`src/rtl/fps_pkg.sv`:
```
// Shared constants and types for the fetch, pc and stack sequencer
package fps_pkg;

  // Widths and depths
  localparam int PC_W = 12;
  localparam int DATA_W = 8;
  localparam int INSTR_W = 16;
  localparam int STACK_DEPTH = 8;
  localparam int SP_W = 3;
  localparam int CNT_W = 4;
  localparam int PHASES = 4;

  // Vectors and reset values
  localparam logic [11:0] RESET_VECTOR = 12'h000;
  localparam logic [11:0] INT_VECTOR = 12'h004;
  localparam logic [3:0] PHASE_RESET = 4'h1;
  localparam logic [7:0] ACC_RESET = 8'h00;
  localparam logic [7:0] STATUS_RESET = 8'h00;
  localparam logic [15:0] IR_RESET = 16'h0000;

  // Instruction word fields
  localparam int OPC_MSB = 15;
  localparam int OPC_LSB = 12;
  localparam int FN_MSB = 11;
  localparam int FN_LSB = 8;
  localparam int IMM_MSB = 7;
  localparam int IMM_LSB = 0;
  localparam int TGT_MSB = 11;

  // Opcodes
  localparam logic [3:0] OPC_ALU = 4'h0;
  localparam logic [3:0] OPC_JUMP = 4'h1;
  localparam logic [3:0] OPC_CALL = 4'h2;
  localparam logic [3:0] OPC_RET = 4'h3;
  localparam logic [3:0] OPC_INTERRUPT_RETURN_INSTR = 4'h4;
  localparam logic [3:0] OPC_SKZ = 4'h5;
  localparam logic [3:0] OPC_SKNZ = 4'h6;
  localparam logic [3:0] OPC_PCL = 4'h7;
  localparam logic [3:0] OPC_EXT = 4'h8;

  // Status flag positions
  localparam int ST_C = 0;
  localparam int ST_Z = 1;
  localparam int ST_OV = 2;

  // Register offsets
  localparam logic [7:0] REG_PCL = 8'h00;
  localparam logic [7:0] REG_STATUS = 8'h01;
  localparam logic [7:0] REG_ACC = 8'h02;
  localparam logic [7:0] REG_SEQ = 8'h03;

  // Sequencer status fields
  localparam int SEQ_CNT_LSB = 0;
  localparam int SEQ_INT_BIT = 4;
  localparam int SEQ_FULL_BIT = 5;
  localparam int SEQ_EXT_BIT = 6;
  localparam int SEQ_DUMMY_BIT = 7;

  typedef enum logic [3:0] {
    ALU_ADD, ALU_ADC, ALU_SUB, ALU_SBC, ALU_AND, ALU_OR, ALU_XOR, ALU_CPL,
    ALU_RR, ALU_RRC, ALU_RL, ALU_RLC, ALU_INC, ALU_DEC, ALU_PASS, ALU_NOP
  } fps_alu_fn_t;

  typedef enum logic {
    SEQ_RUN,
    SEQ_EXT_WAIT
  } fps_seq_t;

endpackage

```
`src/rtl/fps_core_if.sv`:
```
// Interface joining the sequencer to its return stack and ALU
`timescale 1ns/1ns
interface fps_core_if;
  logic push;
  logic pop;
  logic [11:0] push_pc;
  logic [11:0] top_pc;
  logic full;
  logic [3:0] count;
  fps_pkg::fps_alu_fn_t alu_fn;
  logic [7:0] alu_a;
  logic [7:0] alu_b;
  logic alu_cin;
  logic [7:0] alu_y;
  logic alu_c;
  logic alu_z;
  logic alu_ov;
  logic alu_c_en;
  logic alu_z_en;
  logic alu_ov_en;

  modport seq (
    output push, pop, push_pc, alu_fn, alu_a, alu_b, alu_cin,
    input top_pc, full, count, alu_y, alu_c, alu_z, alu_ov,
    input alu_c_en, alu_z_en, alu_ov_en
  );
  modport stack (
    input push, pop, push_pc,
    output top_pc, full, count
  );
  modport alu (
    input alu_fn, alu_a, alu_b, alu_cin,
    output alu_y, alu_c, alu_z, alu_ov, alu_c_en, alu_z_en, alu_ov_en
  );
endinterface

```
`src/rtl/fps_return_stack.sv`:
```
// Eight-level hidden return stack for program counter values
`timescale 1ns/1ns
module fps_return_stack (
  // Clock and reset
  input wire logic clk,
  input wire logic reset_n,
  // Sequencer side
  fps_core_if.stack st
);
  logic [11:0] mem [fps_pkg::STACK_DEPTH];
  logic [2:0] wr_ptr;
  logic [3:0] count;
  wire logic [2:0] top_ptr = wr_ptr - 3'h1;
  wire logic is_full = (count == 4'(fps_pkg::STACK_DEPTH));

  assign st.top_pc = mem[top_ptr]; // RULE12
  assign st.full = is_full;
  assign st.count = count;

  // Circular store: a push when full overwrites the oldest entry
  always_ff @(posedge clk)
  begin
    if (st.push)
      mem[wr_ptr] <= st.push_pc; // RULE15
  end

  always_ff @(posedge clk or negedge reset_n)
  begin
    if (!reset_n)
    begin
      wr_ptr <= 3'h0; // RULE13
      count <= 4'h0;
    end
    else if (st.push)
    begin
      wr_ptr <= wr_ptr + 3'h1;
      count <= is_full ? count : count + 4'h1; // RULE15
    end
    else if (st.pop && count != 4'h0)
    begin
      wr_ptr <= top_ptr;
      count <= count - 4'h1;
    end
  end
endmodule

```
`src/rtl/fps_alu.sv`:
```
// Eight-bit ALU with status flag results
`timescale 1ns/1ns
module fps_alu (
  // Sequencer side
  fps_core_if.alu al
);
  logic [8:0] sum;
  logic [7:0] addend;
  logic [7:0] y;

  // RULE16
  always_comb
  begin
    sum = 9'h000;
    addend = al.alu_b;
    y = al.alu_a;
    al.alu_c = al.alu_cin;
    al.alu_c_en = 1'b0;
    al.alu_z_en = 1'b1;
    al.alu_ov_en = 1'b0;
    case (al.alu_fn)
      fps_pkg::ALU_ADD, fps_pkg::ALU_ADC,
      fps_pkg::ALU_SUB, fps_pkg::ALU_SBC:
      begin
        // Subtract as add of inverse; carry set means no borrow
        addend = (al.alu_fn == fps_pkg::ALU_SUB ||
                  al.alu_fn == fps_pkg::ALU_SBC) ? ~al.alu_b : al.alu_b;
        sum = {1'b0, al.alu_a} + {1'b0, addend} + 9'(
          (al.alu_fn == fps_pkg::ALU_ADC || al.alu_fn == fps_pkg::ALU_SBC)
          ? al.alu_cin : (al.alu_fn == fps_pkg::ALU_SUB));
        y = sum[7:0];
        al.alu_c = sum[8]; // RULE17
        al.alu_c_en = 1'b1;
        al.alu_ov_en = 1'b1;
      end
      fps_pkg::ALU_AND: y = al.alu_a & al.alu_b;
      fps_pkg::ALU_OR: y = al.alu_a | al.alu_b;
      fps_pkg::ALU_XOR: y = al.alu_a ^ al.alu_b;
      fps_pkg::ALU_CPL: y = ~al.alu_a;
      fps_pkg::ALU_INC: y = al.alu_a + 8'h01;
      fps_pkg::ALU_DEC: y = al.alu_a - 8'h01;
      fps_pkg::ALU_RR:
      begin
        y = {al.alu_a[0], al.alu_a[7:1]};
        al.alu_z_en = 1'b0;
      end
      fps_pkg::ALU_RL:
      begin
        y = {al.alu_a[6:0], al.alu_a[7]};
        al.alu_z_en = 1'b0;
      end
      fps_pkg::ALU_RRC:
      begin
        y = {al.alu_cin, al.alu_a[7:1]};
        al.alu_c = al.alu_a[0];
        al.alu_c_en = 1'b1;
        al.alu_z_en = 1'b0;
      end
      fps_pkg::ALU_RLC:
      begin
        y = {al.alu_a[6:0], al.alu_cin};
        al.alu_c = al.alu_a[7];
        al.alu_c_en = 1'b1;
        al.alu_z_en = 1'b0;
      end
      fps_pkg::ALU_PASS:
      begin
        y = al.alu_b;
        al.alu_z_en = 1'b0;
      end
      default:
      begin
        y = al.alu_a;
        al.alu_z_en = 1'b0;
      end
    endcase
    al.alu_y = y;
    al.alu_z = (y == 8'h00);
    al.alu_ov = (al.alu_a[7] == addend[7]) && (y[7] != al.alu_a[7]);
  end
endmodule

```
`src/rtl/fps_sequencer.sv`:
```
// Four-phase fetch and execute sequencer with program counter and stack
// Notes on behaviour
// [RULE1] Four non-overlapping phases from clk; one ring pass is one cycle.
// [RULE2] PC advances at start of phase one; later phases decode and execute.
// [RULE3] Next word fetched while current executes; one per cycle normally.
// [RULE4] Standard one cycle, extended two; branches add one cycle more.
// [RULE5] PC-changing instructions take two cycles: get target, then branch.
// [RULE6] PC increments by one after each instruction unless it branches.
// [RULE7] PC is 12 bits: 4 upper plus 8 low; only low byte accessible.
// [RULE8] Jump, call, interrupt and reset load destination straight into PC.
// [RULE9] Taken skip discards prefetched word; a dummy cycle replaces it.
// [RULE10] Low byte read/write; write jumps within page plus dummy fetch.
// [RULE11] Eight-entry return stack; contents and pointer hidden from software.
// [RULE12] Call or interrupt acknowledge pushes PC; returns pop it back.
// [RULE13] Reset points the stack pointer at the top of the stack.
// [RULE14] Stack full: request recorded, acknowledge held until a return pops.
// [RULE15] Call with full stack still runs and loses the oldest entry.
// [RULE16] Eight-bit ALU does arithmetic, logic, rotate, inc, dec, decisions.
// [RULE17] ALU carry, borrow and other changes update the status flags.
// [RULE18] After reset PC holds the reset vector, address zero.
// [RULE19] PC increments wrap to zero within twelve bits.
// [RULE20] Withheld interrupt request stays set until actually serviced.
`timescale 1ns/1ns
module fps_sequencer (
  // Clock and reset
  input wire logic clk,
  input wire logic reset_n,
  // Program memory fetch
  output logic [11:0] prog_addr,
  input wire logic [15:0] prog_rdata,
  // Interrupt
  input wire logic int_req,
  output logic int_ack,
  output logic int_pending,
  // Phase clocks
  output logic [3:0] phase_clocks,
  // Register port
  input wire logic [7:0] reg_addr,
  input wire logic [7:0] reg_wdata,
  input wire logic reg_wr,
  input wire logic reg_rd,
  output logic [7:0] reg_rdata
);
  fps_core_if core ();

  fps_return_stack u_stack (
    .clk(clk),
    .reset_n(reset_n),
    .st(core.stack)
  );

  fps_alu u_alu (
    .al(core.alu)
  );

  // State
  logic [11:0] pc;
  logic [15:0] exec_ir;
  logic exec_valid;
  fps_pkg::fps_seq_t seq_state;
  logic [7:0] acc;
  logic [7:0] status;
  logic int_flag;
  logic pcl_wr_pend;
  logic [7:0] pcl_wr_data;

  // Decode of the word in execution
  wire logic [3:0] opc = exec_ir[fps_pkg::OPC_MSB:fps_pkg::OPC_LSB];
  wire logic [3:0] fn = exec_ir[fps_pkg::FN_MSB:fps_pkg::FN_LSB];
  wire logic [7:0] imm = exec_ir[fps_pkg::IMM_MSB:fps_pkg::IMM_LSB];
  wire logic [11:0] target = exec_ir[fps_pkg::TGT_MSB:fps_pkg::IMM_LSB];
  wire logic is_alu = exec_valid && opc == fps_pkg::OPC_ALU;
  wire logic is_jump = exec_valid && opc == fps_pkg::OPC_JUMP;
  wire logic is_call = exec_valid && opc == fps_pkg::OPC_CALL;
  wire logic is_ret = exec_valid &&
    (opc == fps_pkg::OPC_RET || opc == fps_pkg::OPC_INTERRUPT_RETURN_INSTR);
  wire logic is_skz = exec_valid && opc == fps_pkg::OPC_SKZ;
  wire logic is_sknz = exec_valid && opc == fps_pkg::OPC_SKNZ;
  wire logic is_pcl = exec_valid && opc == fps_pkg::OPC_PCL;
  wire logic is_ext = exec_valid && opc == fps_pkg::OPC_EXT;

  // Instruction cycle ends on the last phase
  wire logic boundary = phase_clocks[fps_pkg::PHASES-1];

  // Extended word holds its place for one extra cycle
  wire logic ext_first = is_ext && seq_state == fps_pkg::SEQ_RUN; // RULE4

  // Branch decisions come from the ALU zero result
  wire logic skip_take = (is_skz && core.alu_z) ||
    (is_sknz && !core.alu_z); // RULE9
  wire logic branch_instr = is_jump || is_call || is_ret || is_pcl ||
    skip_take; // RULE5

  // Software low-byte write waits for a cycle free of own branches
  wire logic pcl_apply = pcl_wr_pend && !branch_instr && !ext_first;
  wire logic branch_any = branch_instr || pcl_apply;

  // Acknowledge only with room on the stack and no branch in flight
  wire logic int_take = int_flag && !core.full &&
    !branch_any && !ext_first; // RULE14

  wire logic [11:0] pc_inc = pc + 12'h001; // RULE19
  wire logic [11:0] page_jump_bus = {pc[11:8], pcl_wr_data}; // RULE10
  wire logic [11:0] page_jump_instr = {pc[11:8], imm};

  logic [11:0] next_pc;

  always_comb
  begin
    if (ext_first)
      next_pc = pc;
    else if (is_jump || is_call)
      next_pc = target; // RULE8
    else if (is_ret)
      next_pc = core.top_pc; // RULE12
    else if (is_pcl)
      next_pc = page_jump_instr; // RULE10
    else if (pcl_apply)
      next_pc = page_jump_bus; // RULE10
    else if (int_take)
      next_pc = fps_pkg::INT_VECTOR; // RULE8
    else
      next_pc = pc_inc; // RULE6
  end

  // Stack and ALU hookup
  assign core.push = boundary && (is_call || int_take); // RULE12
  assign core.pop = boundary && is_ret; // RULE12
  assign core.push_pc = pc;
  assign core.alu_fn = fps_pkg::fps_alu_fn_t'(fn);
  assign core.alu_a = acc;
  assign core.alu_b = imm;
  assign core.alu_cin = status[fps_pkg::ST_C];

  wire logic alu_commit = boundary && (is_alu || is_skz);

  logic [7:0] next_status;

  always_comb
  begin
    next_status = status;
    if (core.alu_c_en)
      next_status[fps_pkg::ST_C] = core.alu_c; // RULE17
    if (core.alu_z_en)
      next_status[fps_pkg::ST_Z] = core.alu_z; // RULE17
    if (core.alu_ov_en)
      next_status[fps_pkg::ST_OV] = core.alu_ov; // RULE17
  end

  // Phase ring, one-hot and never overlapping
  always_ff @(posedge clk or negedge reset_n)
  begin
    if (!reset_n)
      phase_clocks <= fps_pkg::PHASE_RESET;
    else
      phase_clocks <= {phase_clocks[2:0], phase_clocks[3]}; // RULE1
  end

  // Program counter moves at the edge that opens phase one
  always_ff @(posedge clk or negedge reset_n)
  begin
    if (!reset_n)
      pc <= fps_pkg::RESET_VECTOR; // RULE18
    else if (boundary)
      pc <= next_pc; // RULE2
  end

  // Fetched word enters execution unless flushed by a branch or an interrupt acknowledge
  always_ff @(posedge clk or negedge reset_n)
  begin
    if (!reset_n)
    begin
      exec_ir <= fps_pkg::IR_RESET;
      exec_valid <= 1'b0;
    end
    else if (boundary && !ext_first)
    begin
      exec_ir <= prog_rdata; // RULE3
      exec_valid <= !(branch_any || int_take); // RULE9
    end
  end

  always_ff @(posedge clk or negedge reset_n)
  begin
    if (!reset_n)
      seq_state <= fps_pkg::SEQ_RUN;
    else if (boundary)
    begin
      case (seq_state)
        fps_pkg::SEQ_RUN:
          seq_state <= ext_first ? fps_pkg::SEQ_EXT_WAIT : fps_pkg::SEQ_RUN;
        fps_pkg::SEQ_EXT_WAIT:
          seq_state <= fps_pkg::SEQ_RUN; // RULE4
        default:
          seq_state <= fps_pkg::SEQ_RUN;
      endcase
    end
  end

  // Accumulator and flags commit at the end of execution
  always_ff @(posedge clk or negedge reset_n)
  begin
    if (!reset_n)
    begin
      acc <= fps_pkg::ACC_RESET;
      status <= fps_pkg::STATUS_RESET;
    end
    else if (alu_commit)
    begin
      acc <= core.alu_y; // RULE16
      status <= next_status; // RULE17
    end
    else if (boundary && is_sknz)
      status <= next_status;
  end

  // Request flag: a new request beats the clear in the same cycle
  always_ff @(posedge clk or negedge reset_n)
  begin
    if (!reset_n)
      int_flag <= 1'b0;
    else
      int_flag <= int_req || (int_flag && !(boundary && int_take)); // RULE20
  end

  always_ff @(posedge clk or negedge reset_n)
  begin
    if (!reset_n)
      int_ack <= 1'b0;
    else
      int_ack <= boundary && int_take; // RULE14
  end

  // Low-byte write from software; a fresh write beats the apply
  wire logic pcl_wr_hit = reg_wr && reg_addr == fps_pkg::REG_PCL;

  always_ff @(posedge clk or negedge reset_n)
  begin
    if (!reset_n)
    begin
      pcl_wr_pend <= 1'b0;
      pcl_wr_data <= 8'h00;
    end
    else
    begin
      pcl_wr_pend <= pcl_wr_hit || (pcl_wr_pend &&
        !(boundary && pcl_apply)); // RULE10
      if (pcl_wr_hit)
        pcl_wr_data <= reg_wdata;
    end
  end

  // Read side; stack contents and pointer are not mapped
  logic [7:0] seq_word;

  always_comb
  begin
    seq_word = 8'h00;
    seq_word[fps_pkg::SEQ_CNT_LSB +: fps_pkg::CNT_W] = core.count;
    seq_word[fps_pkg::SEQ_INT_BIT] = int_flag;
    seq_word[fps_pkg::SEQ_FULL_BIT] = core.full;
    seq_word[fps_pkg::SEQ_EXT_BIT] = seq_state == fps_pkg::SEQ_EXT_WAIT;
    seq_word[fps_pkg::SEQ_DUMMY_BIT] = !exec_valid;
  end

  logic [7:0] rd_sel;

  always_comb
  begin
    case (reg_addr)
      fps_pkg::REG_PCL: rd_sel = pc[7:0]; // RULE7
      fps_pkg::REG_STATUS: rd_sel = status;
      fps_pkg::REG_ACC: rd_sel = acc;
      fps_pkg::REG_SEQ: rd_sel = seq_word; // RULE11
      default: rd_sel = 8'h00;
    endcase
  end

  always_ff @(posedge clk or negedge reset_n)
  begin
    if (!reset_n)
      reg_rdata <= 8'h00;
    else if (reg_rd)
      reg_rdata <= rd_sel;
    else
      reg_rdata <= 8'h00;
  end

  assign prog_addr = pc;
  assign int_pending = int_flag;

endmodule

```
`config.mk`:
```
export PLATFORM = sky130hd
export DESIGN_NAME = fps_sequencer
export DESIGN_NICKNAME = d
export VERILOG_FILES = /design/src/rtl/fps_pkg.sv /design/src/rtl/fps_core_if.sv /design/src/rtl/fps_return_stack.sv /design/src/rtl/fps_alu.sv /design/src/rtl/fps_sequencer.sv
export SDC_FILE = /design/constraint.sdc
export NUM_CORES = 1
export LEC_CHECK = 0
export BUFFER_PORTS_ARGS = -buffer_cell sky130_fd_sc_hd__buf_2
export CELL_PAD_IN_SITES_DETAIL_PLACEMENT = 1
export CELL_PAD_IN_SITES_GLOBAL_PLACEMENT = 2
export CORE_MARGIN = 2
export CORE_UTILIZATION = 37
export DETAILED_ROUTE_END_ITERATION = 12
export HOLD_SLACK_MARGIN = 0.03
export PLACE_DENSITY = 0.81
export SYNTH_ARGS = -nofsm -noshare
export SYNTH_HDL_FRONTEND = slang
export SYNTH_SLANG_ARGS = --single-unit
```
`constraint.sdc`:
```
create_clock -name clk -period 6.6 [get_ports clk]
set_clock_uncertainty 0.05 [all_clocks]
set_input_delay 0.66 -clock clk [delete_from_list [all_inputs] [get_ports clk]]
set_output_delay 0.66 -clock clk [all_outputs]
set_load 0.005 [all_outputs]
```
==> results of run 1 <==
==> cells by family after synthesis <==
group / after synthesis
and+or+nand+nor: 243
AOI/OAI and AO/OA: 189
DFF: 167
buffers and inverters: 87
muxes: 60
adders and majority gates: 32
xor gates and xnor gates: 24
==> metal layers <==
layer,wire length [um],global-route usage
met3,1920,0.0426
met5,0,0
met2,12700,0.336
met4,221,0.0451
met1,13700,0.342
==> synthesized netlist by cell type, drive strengths merged (4+ instances only) <==
cell	n
nand2b	15
nor3b	5
o32ai	6
a31oi	7
or3	7
a211oi	6
xnor2	19
mux4	27
xor2	5
inv	34
nor3	16
mux2i	17
o211ai	7
clkbuf	41
dfrtp	70
a311oi	4
a21oi	28
and3	11
ha	29
nor2	53
a2111oi	6
nand2	58
or4	5
mux2	16
nor2b	8
o2111ai	5
nor4	7
nand3b	11
nor4bb	4
edfxtp	96
buf	11
a22oi	9
o21ai	44
a221oi	14
o22ai	12
nand3	20
==> sequential cells by signal, indices dropped and copies added, names as in the netlist <==
signal and cells:
phase_clocks 4, u_stack.wr_ptr 3, int_ack 1, u_stack.mem 96, exec_ir 16, exec_valid 1, prog_addr 12, reg_rdata 8
int_pending 1, pcl_wr_data 8, seq_state 1, status 3, acc 8, u_stack.st.count 4, pcl_wr_pend 1
==> metrics by stage <==
stage                     area (sq um)  hold slack [ns]  cells
after floorplan                   9220            0.314    802
after global placement            9940            0.304   1165
after detailed placement          9940            0.310   1165
after CTS                        10600            0.331   1197
after global routing             10600            0.343   1197
final                            10600            0.306   1197
==> worst max path at each step <==
stage / startpoint / to
global placement: exec_ir[11]$_DFFE_PN0P_ / u_stack.st.count[3]$_DFFE_PN0P_
finish: exec_ir[11]$_DFFE_PN0P_ / u_stack.st.count[3]$_DFFE_PN0P_
CTS: exec_ir[11]$_DFFE_PN0P_ / u_stack.st.count[3]$_DFFE_PN0P_
floorplan: exec_ir[10]$_DFFE_PN0P_ / u_stack.mem[1][0]$_DFFE_PP_
global route: exec_ir[11]$_DFFE_PN0P_ / u_stack.st.count[3]$_DFFE_PN0P_
detailed placement: exec_ir[11]$_DFFE_PN0P_ / u_stack.st.count[3]$_DFFE_PN0P_
==> layout make-up <==
cell class                 count  area, sq um
timing repair buffer          91          531
fill                        2641        13800
multi-input combinational    548         4210
sequential                   167         4660
tap                          324          405
inverter                      35          131
clock inverter                15          194
clock buffer                  17          425
==> power breakdown <==
part           internal, W  total [W]  switching, W
registers          0.00110    0.00110    0.00000193
clock network     0.000519    0.00103      0.000507
logic            0.0000111  0.0000278     0.0000167
total              0.00163    0.00215      0.000526
==> worst reg2reg max path, cell delays in order, from the launching register on <==
cell and delay (ns):
dfrtp_1 0.38, or2_2 0.41, nor2_1 0.12, buf_4 0.20, xnor2_1 0.15, fa_1 0.25, inv_1 0.07, fa_1 0.49
nor2_1 0.04, a311o_1 0.33, a211o_1 0.33, or4b_1 0.47, a222oi_1 0.32, nand4_1 0.32, o311ai_0 0.60, o21ai_1 0.12
buf_4 0.19, inv_1 0.12, ha_1 0.24, a21o_1 0.16, a21oi_1 0.26, nor2_1 0.07, a22o_1 0.19, mux2i_1 0.12
==> key figures, run 1 <==
Outcome
  • Outcome: complete, no violations

Detailed routing
  • Drt first pass iters: 5
  • Via density: 5.99
  • DR DRC count: 0
  • 1st-iter DRT viols: between 700 and 800
  • Drt total wl: approximately 29 mm
  • Via Count: approximately 7000
  • Routed Antenna Nets: 0
  • WL/cell: roughly 24 um

CTS
  • Clock-pin slew on the worst setup and hold paths: ~0.08 ns
  • Worst-Skew Late Latency: approximately 0.45 ns
  • CTS H-tree lvls: 4
  • Clock Path Buffers: 2
  • Setup Fix Bufs, Post-CTS: 0
  • Hold-fix buffers, CTS: 0
  • Resized cells post-CTS: 0
  • Num CTS Buffers: 17
  • Clock sink count: 167
  • Clock root buffer: clkbuf_16
  • CTS tree: built

Min path
  • Worst min path class: in -> async

Timing
  • Fmax: roughly 170 MHz
  • Setup TNS: 0 ns
  • # setup viols final: 0
  • Final period utilization: 0.918
  • Final Hold Vio Count: 0
  • Slew margin rel.: 0.351
  • RSZ-0062 raised after global routing: no
  • Setup slack after layout: 0.543 ns
  • Worst-Margin Slew: 0.974 ns
  • Min Clock Period, post-route: 6.06 ns
  • Slew Limit Fails: 0

Synthesis
  • Synth Cell Area: approximately 9000 sq um
  • Yosys cell types: approximately 80
  • Synth Area in Simple Gates: 0.141
  • Flops & latches, synth: 167
  • Ys Warns: 0
  • Sequential fraction of the synthesis area: 0.506
  • Yosys top cell area share: 0.313
  • Number of enable flip-flop cells after synthesis: 96
  • Asr flop ratio synth: 0.425
  • Synth Area in Compound Gates: 0.142
  • Yosys top cell by area: edfxtp_1
  • Mux cell area share after synthesis: 0.104
  • Post-synthesis adder-cell area fraction: 0.0459
  • Mapped Cells: ~800
  • Largest family of logic cells by synthesized area: compound AO/OA/AOI/OAI gates
  • Post-Syn Nets: around 870
  • Ranking of synthesized cells by area: edfxtp_1 31%, dfrtp_1 19%, mux4_2 6.6%, ha_1 3.9%, nand2_1 2.4%
  • Syn Area/Cell: about 11 sq um
  • XOR/XNOR Fraction of Synth Area: 0.0228
  • Ys flop type: edfxtp_1

Critical path
  • R2r setup slk: approximately 0.54 ns
  • Max incr delay on CP: approximately 0.60 ns
  • Worst Path Max Fanout: 11
  • Worst r2r src: exec_ir[11]$_DFFE_PN0P_
  • Worst path top cell family by delay: compound AO/OA/AOI/OAI gates
  • FF-to-FF path depth: 23
  • CP max stage cell: o311ai_0
  • CP endpoint kind: flop
  • Crit path arrival time: 6.38 ns
  • Instance count on the critical path: 23
  • CP bufs+invs: 4
  • Worst path required time: between 6 and 7 ns
  • CP Class: reg -> reg
  • Critical Path, Cell by Cell: or2_2 > nor2_1 > buf_4 > xnor2_1 > fa_1 > inv_1 > fa_1 > nor2_1 > a311o_1 > a211o_1 > or4b_1 > a222oi_1 > nand4_1 > o311ai_0 > o21ai_1 > buf_4 > inv_1 > ha_1 > a21o_1 > a21oi_1 > nor2_1 > a22o_1 > mux2i_1
  • Worst Setup Start Kind: flop
  • Critical R2R Capture: u_stack.st.count[3]$_DFFE_PN0P_
  • Most used cell, CP: nor2_1

Power
  • Power per cell area: a little over 200 nW/um^2
  • Peak VDD IR: approximately 0.19 mV
  • Power, Total: roughly 0.0022 W
  • Lkg Pwr: approximately 3.9 nW

Placed design
  • Pre-CTS setup slack: about 0.58 ns
  • Port bufs: a little over 60
  • RePlAce Congestion: 0.892
  • Hpwl dp: a little under 20 mm

Global routing
  • Initial antenna violation count: 0
  • Gr usage total: 0.225
  • First-pass GRT wire length: 44.6 mm
  • Largest net degree at the start of global routing: slightly above 70
  • Total gr overflow: 0
  • Vias in the first global route: 7223

Finish
  • Most common cell after layout, fill and taps aside: edfxtp_1
  • Diode count: 0
  • Share of cells above drive strength 1: 0.208
  • Post-layout util: 0.433
  • Area grow syn2layout: 14.6%
  • Fin nets: approximately 930
  • Most frequent cells in the layout: 96 x edfxtp_1, 70 x dfrtp_1, 61 x buf_2, 58 x nand2_1, 53 x nor2_1

Floorplan
  • I/O Pins: 63
  • Die ar.: 26200 sq um
  • Initial Util: 0.378
  • Die width: 162 um
  • CORE AREA: 24400 sq um
  • Die height: ~160 um
  • Row count: 57

Run
  • Max-Cap Viols: 0
Power figures use the tool's default switching activity.
==> run 2: changes to the inputs <==
--- a/config.mk
+++ b/config.mk
@@ -5,7 +5,7 @@
 export SDC_FILE = /design/constraint.sdc
 export NUM_CORES = 1
 export LEC_CHECK = 0
-export BUFFER_PORTS_ARGS = -buffer_cell sky130_fd_sc_hd__buf_2
+export BUFFER_PORTS_ARGS = -buffer_cell sky130_fd_sc_hd__buf_4
 export CELL_PAD_IN_SITES_DETAIL_PLACEMENT = 1
 export CELL_PAD_IN_SITES_GLOBAL_PLACEMENT = 2
 export CORE_MARGIN = 2
==> key figures, run 2 (synthesis results as in run 1) <==
Outcome
  • Outcome: complete, no violations

Finish
  • Fillers: ~2600
  • Fin nets: roughly 930
  • Share of cells above drive strength 1: 0.208
  • Most common cell after layout, fill and taps aside: edfxtp_1
  • Diode count: 0
  • Area grow syn2layout: 16.5%
  • Biggest register: u_stack.mem
  • Most frequent cells in the layout: 96 x edfxtp_1, 91 x buf_4, 70 x dfrtp_1, 58 x nand2_1, 53 x nor2_1
  • Max FFs per register: between 90 and 100
  • Post-layout util: 0.440

CTS
  • Hold-fix buffers, CTS: 0
  • Worst-Skew Late Latency: ~0.44 ns
  • Resized cells post-CTS: 0
  • CTS H-tree lvls: 4
  • Clock root buffer: clkbuf_16
  • Clock-pin slew on the worst setup and hold paths: 0.07 ns
  • Num CTS Buffers: 17
  • Clock sink count: roughly 170
  • CTS tree: built
  • Clock Path Buffers: 2
  • Setup Fix Bufs, Post-CTS: 0

Power
  • Clk pwr share: 0.486
  • Peak VDD IR: between 0.15 and 0.2 mV
  • Pint: ~0.0017 W
  • Power per cell area: 205 nW/um^2
  • Sequential Power Share: 0.499
  • P_sw: 0.000529 W
  • Switching Share: 0.240
  • Comb power frac: 0.015
  • Lkg Pwr: 3.89 nW

Timing
  • Final period utilization: 0.930
  • RSZ-0062 raised after global routing: no
  • Slew margin rel.: 0.360
  • Fmax: 163 MHz
  • Worst-Margin Slew: ~0.96 ns
  • # setup viols final: 0
  • Min Clock Period, post-route: just over 6 ns
  • Setup TNS: 0 ns
  • Setup slack after layout: 0.460 ns
  • Final Hold Vio Count: 0
  • Slew Limit Fails: 0

Global routing
  • Gr usage total: 0.222
  • First-pass GRT wire length: approximately 44 mm
  • Total gr overflow: 0
  • Initial antenna violation count: 0
  • Largest net degree at the start of global routing: between 70 and 80
  • Vias in the first global route: approximately 7000

Placed design
  • Pre-CTS setup slack: between 0.4 and 0.5 ns
  • Port bufs: 62
  • Hpwl dp: ~20 mm
  • RePlAce Congestion: approximately 0.86

Floorplan
  • Die width: 162 um
  • Die ar.: approximately 26000 sq um
  • Row count: 57
  • Initial Util: 0.378
  • I/O Pins: 63
  • CORE AREA: approximately 24000 sq um
  • Die height: 162 um

Critical path
  • FF-to-FF path depth: 23
  • Worst Path Max Fanout: 11
  • CP bufs+invs: 4
  • Critical Path, Cell by Cell: or2_2 > nor2_1 > buf_4 > xnor2_1 > fa_1 > inv_1 > fa_1 > nor2_1 > a311o_1 > a211o_1 > or4b_1 > a222oi_1 > nand4_1 > o311ai_0 > o21ai_1 > buf_4 > inv_1 > ha_1 > a21o_1 > a21oi_1 > nor2_1 > a22o_1 > mux2i_1
  • CP max stage cell: o311ai_0
  • CP endpoint kind: flop
  • Max incr delay on CP: a little over 0.6 ns
  • Worst r2r src: exec_ir[11]$_DFFE_PN0P_
  • Most used cell, CP: nor2_1
  • R2r setup slk: roughly 0.46 ns
  • Worst path top cell family by delay: compound AO/OA/AOI/OAI gates
  • Worst path required time: between 6 and 7 ns
  • Critical R2R Capture: u_stack.st.count[3]$_DFFE_PN0P_
  • Crit path arrival time: 6.45 ns
  • CP Class: reg -> reg
  • Instance count on the critical path: 23
  • Worst Setup Start Kind: flop

Detailed routing
  • Drt first pass iters: 5
  • Via Count: 7096
  • Via density: 5.93
  • 1st-iter DRT viols: slightly above 600
  • WL/cell: between 20 and 25 um
  • DR DRC count: 0
  • Drt total wl: approximately 29 mm
  • Routed Antenna Nets: 0

Min path
  • Worst min path class: in -> async

Run
  • Max-Cap Viols: 0
[run 2: final cells by class]
class / count / area (sq um) / area share
timing repair buffer: 91 / 683 / 0.0636
tap: 324 / 405 / 0.0377
clock inverter: 15 / 223 / 0.0207
multi-input combinational: 548 / 4210 / 0.392
inverter: 35 / 131 / 0.0122
clock buffer: 17 / 425 / 0.0396
sequential: 167 / 4660 / 0.434
[run 2: layer usage]
| metal | wire length (um) | vias up | track usage |
|---|---|---|---|
| met2 | 12600 | 245 | 0.330 |
| li1 | - | 3195 | - |
| met4 | 491 | 0 | 0.0640 |
| met1 | 13700 | 3619 | 0.331 |
| met5 | 0 | - | 0 |
| met3 | 1760 | 37 | 0.0414 |
[run 2: power by group through the flow]
stage	clock network [W]	logic [W]	registers (W)
after floorplan	0	0.00000634	0.00112
after global placement	0	0.0000339	0.00112
after detailed placement	0	0.0000346	0.00112
after CTS	0.00109	0.0000347	0.00110
after global routing	0.00113	0.0000378	0.00110
final	0.00107	0.0000336	0.00110
[run 2: worst max-delay path by stage]
stage                            startpoint                               to  slack (ns)
floorplan           exec_ir[10]$_DFFE_PN0P_      u_stack.mem[1][0]$_DFFE_PP_        0.32
global placement    exec_ir[11]$_DFFE_PN0P_  u_stack.st.count[3]$_DFFE_PN0P_        0.71
detailed placement  exec_ir[11]$_DFFE_PN0P_  u_stack.st.count[3]$_DFFE_PN0P_        0.49
CTS                 exec_ir[11]$_DFFE_PN0P_  u_stack.st.count[3]$_DFFE_PN0P_        0.48
global route        exec_ir[11]$_DFFE_PN0P_  u_stack.st.count[3]$_DFFE_PN0P_        0.11
finish              exec_ir[11]$_DFFE_PN0P_  u_stack.st.count[3]$_DFFE_PN0P_        0.46
[run 2: per-stage QoR]
step,hold slack (ns),cells,area [sq um],power (W)
after CTS,0.333,1197,10700,0.00222
after floorplan,0.314,802,9220,0.00113
after detailed placement,0.316,1165,10100,0.00116
after global routing,0.338,1197,10700,0.00226
final,0.326,1197,10700,0.00220
after global placement,0.309,1165,10100,0.00115
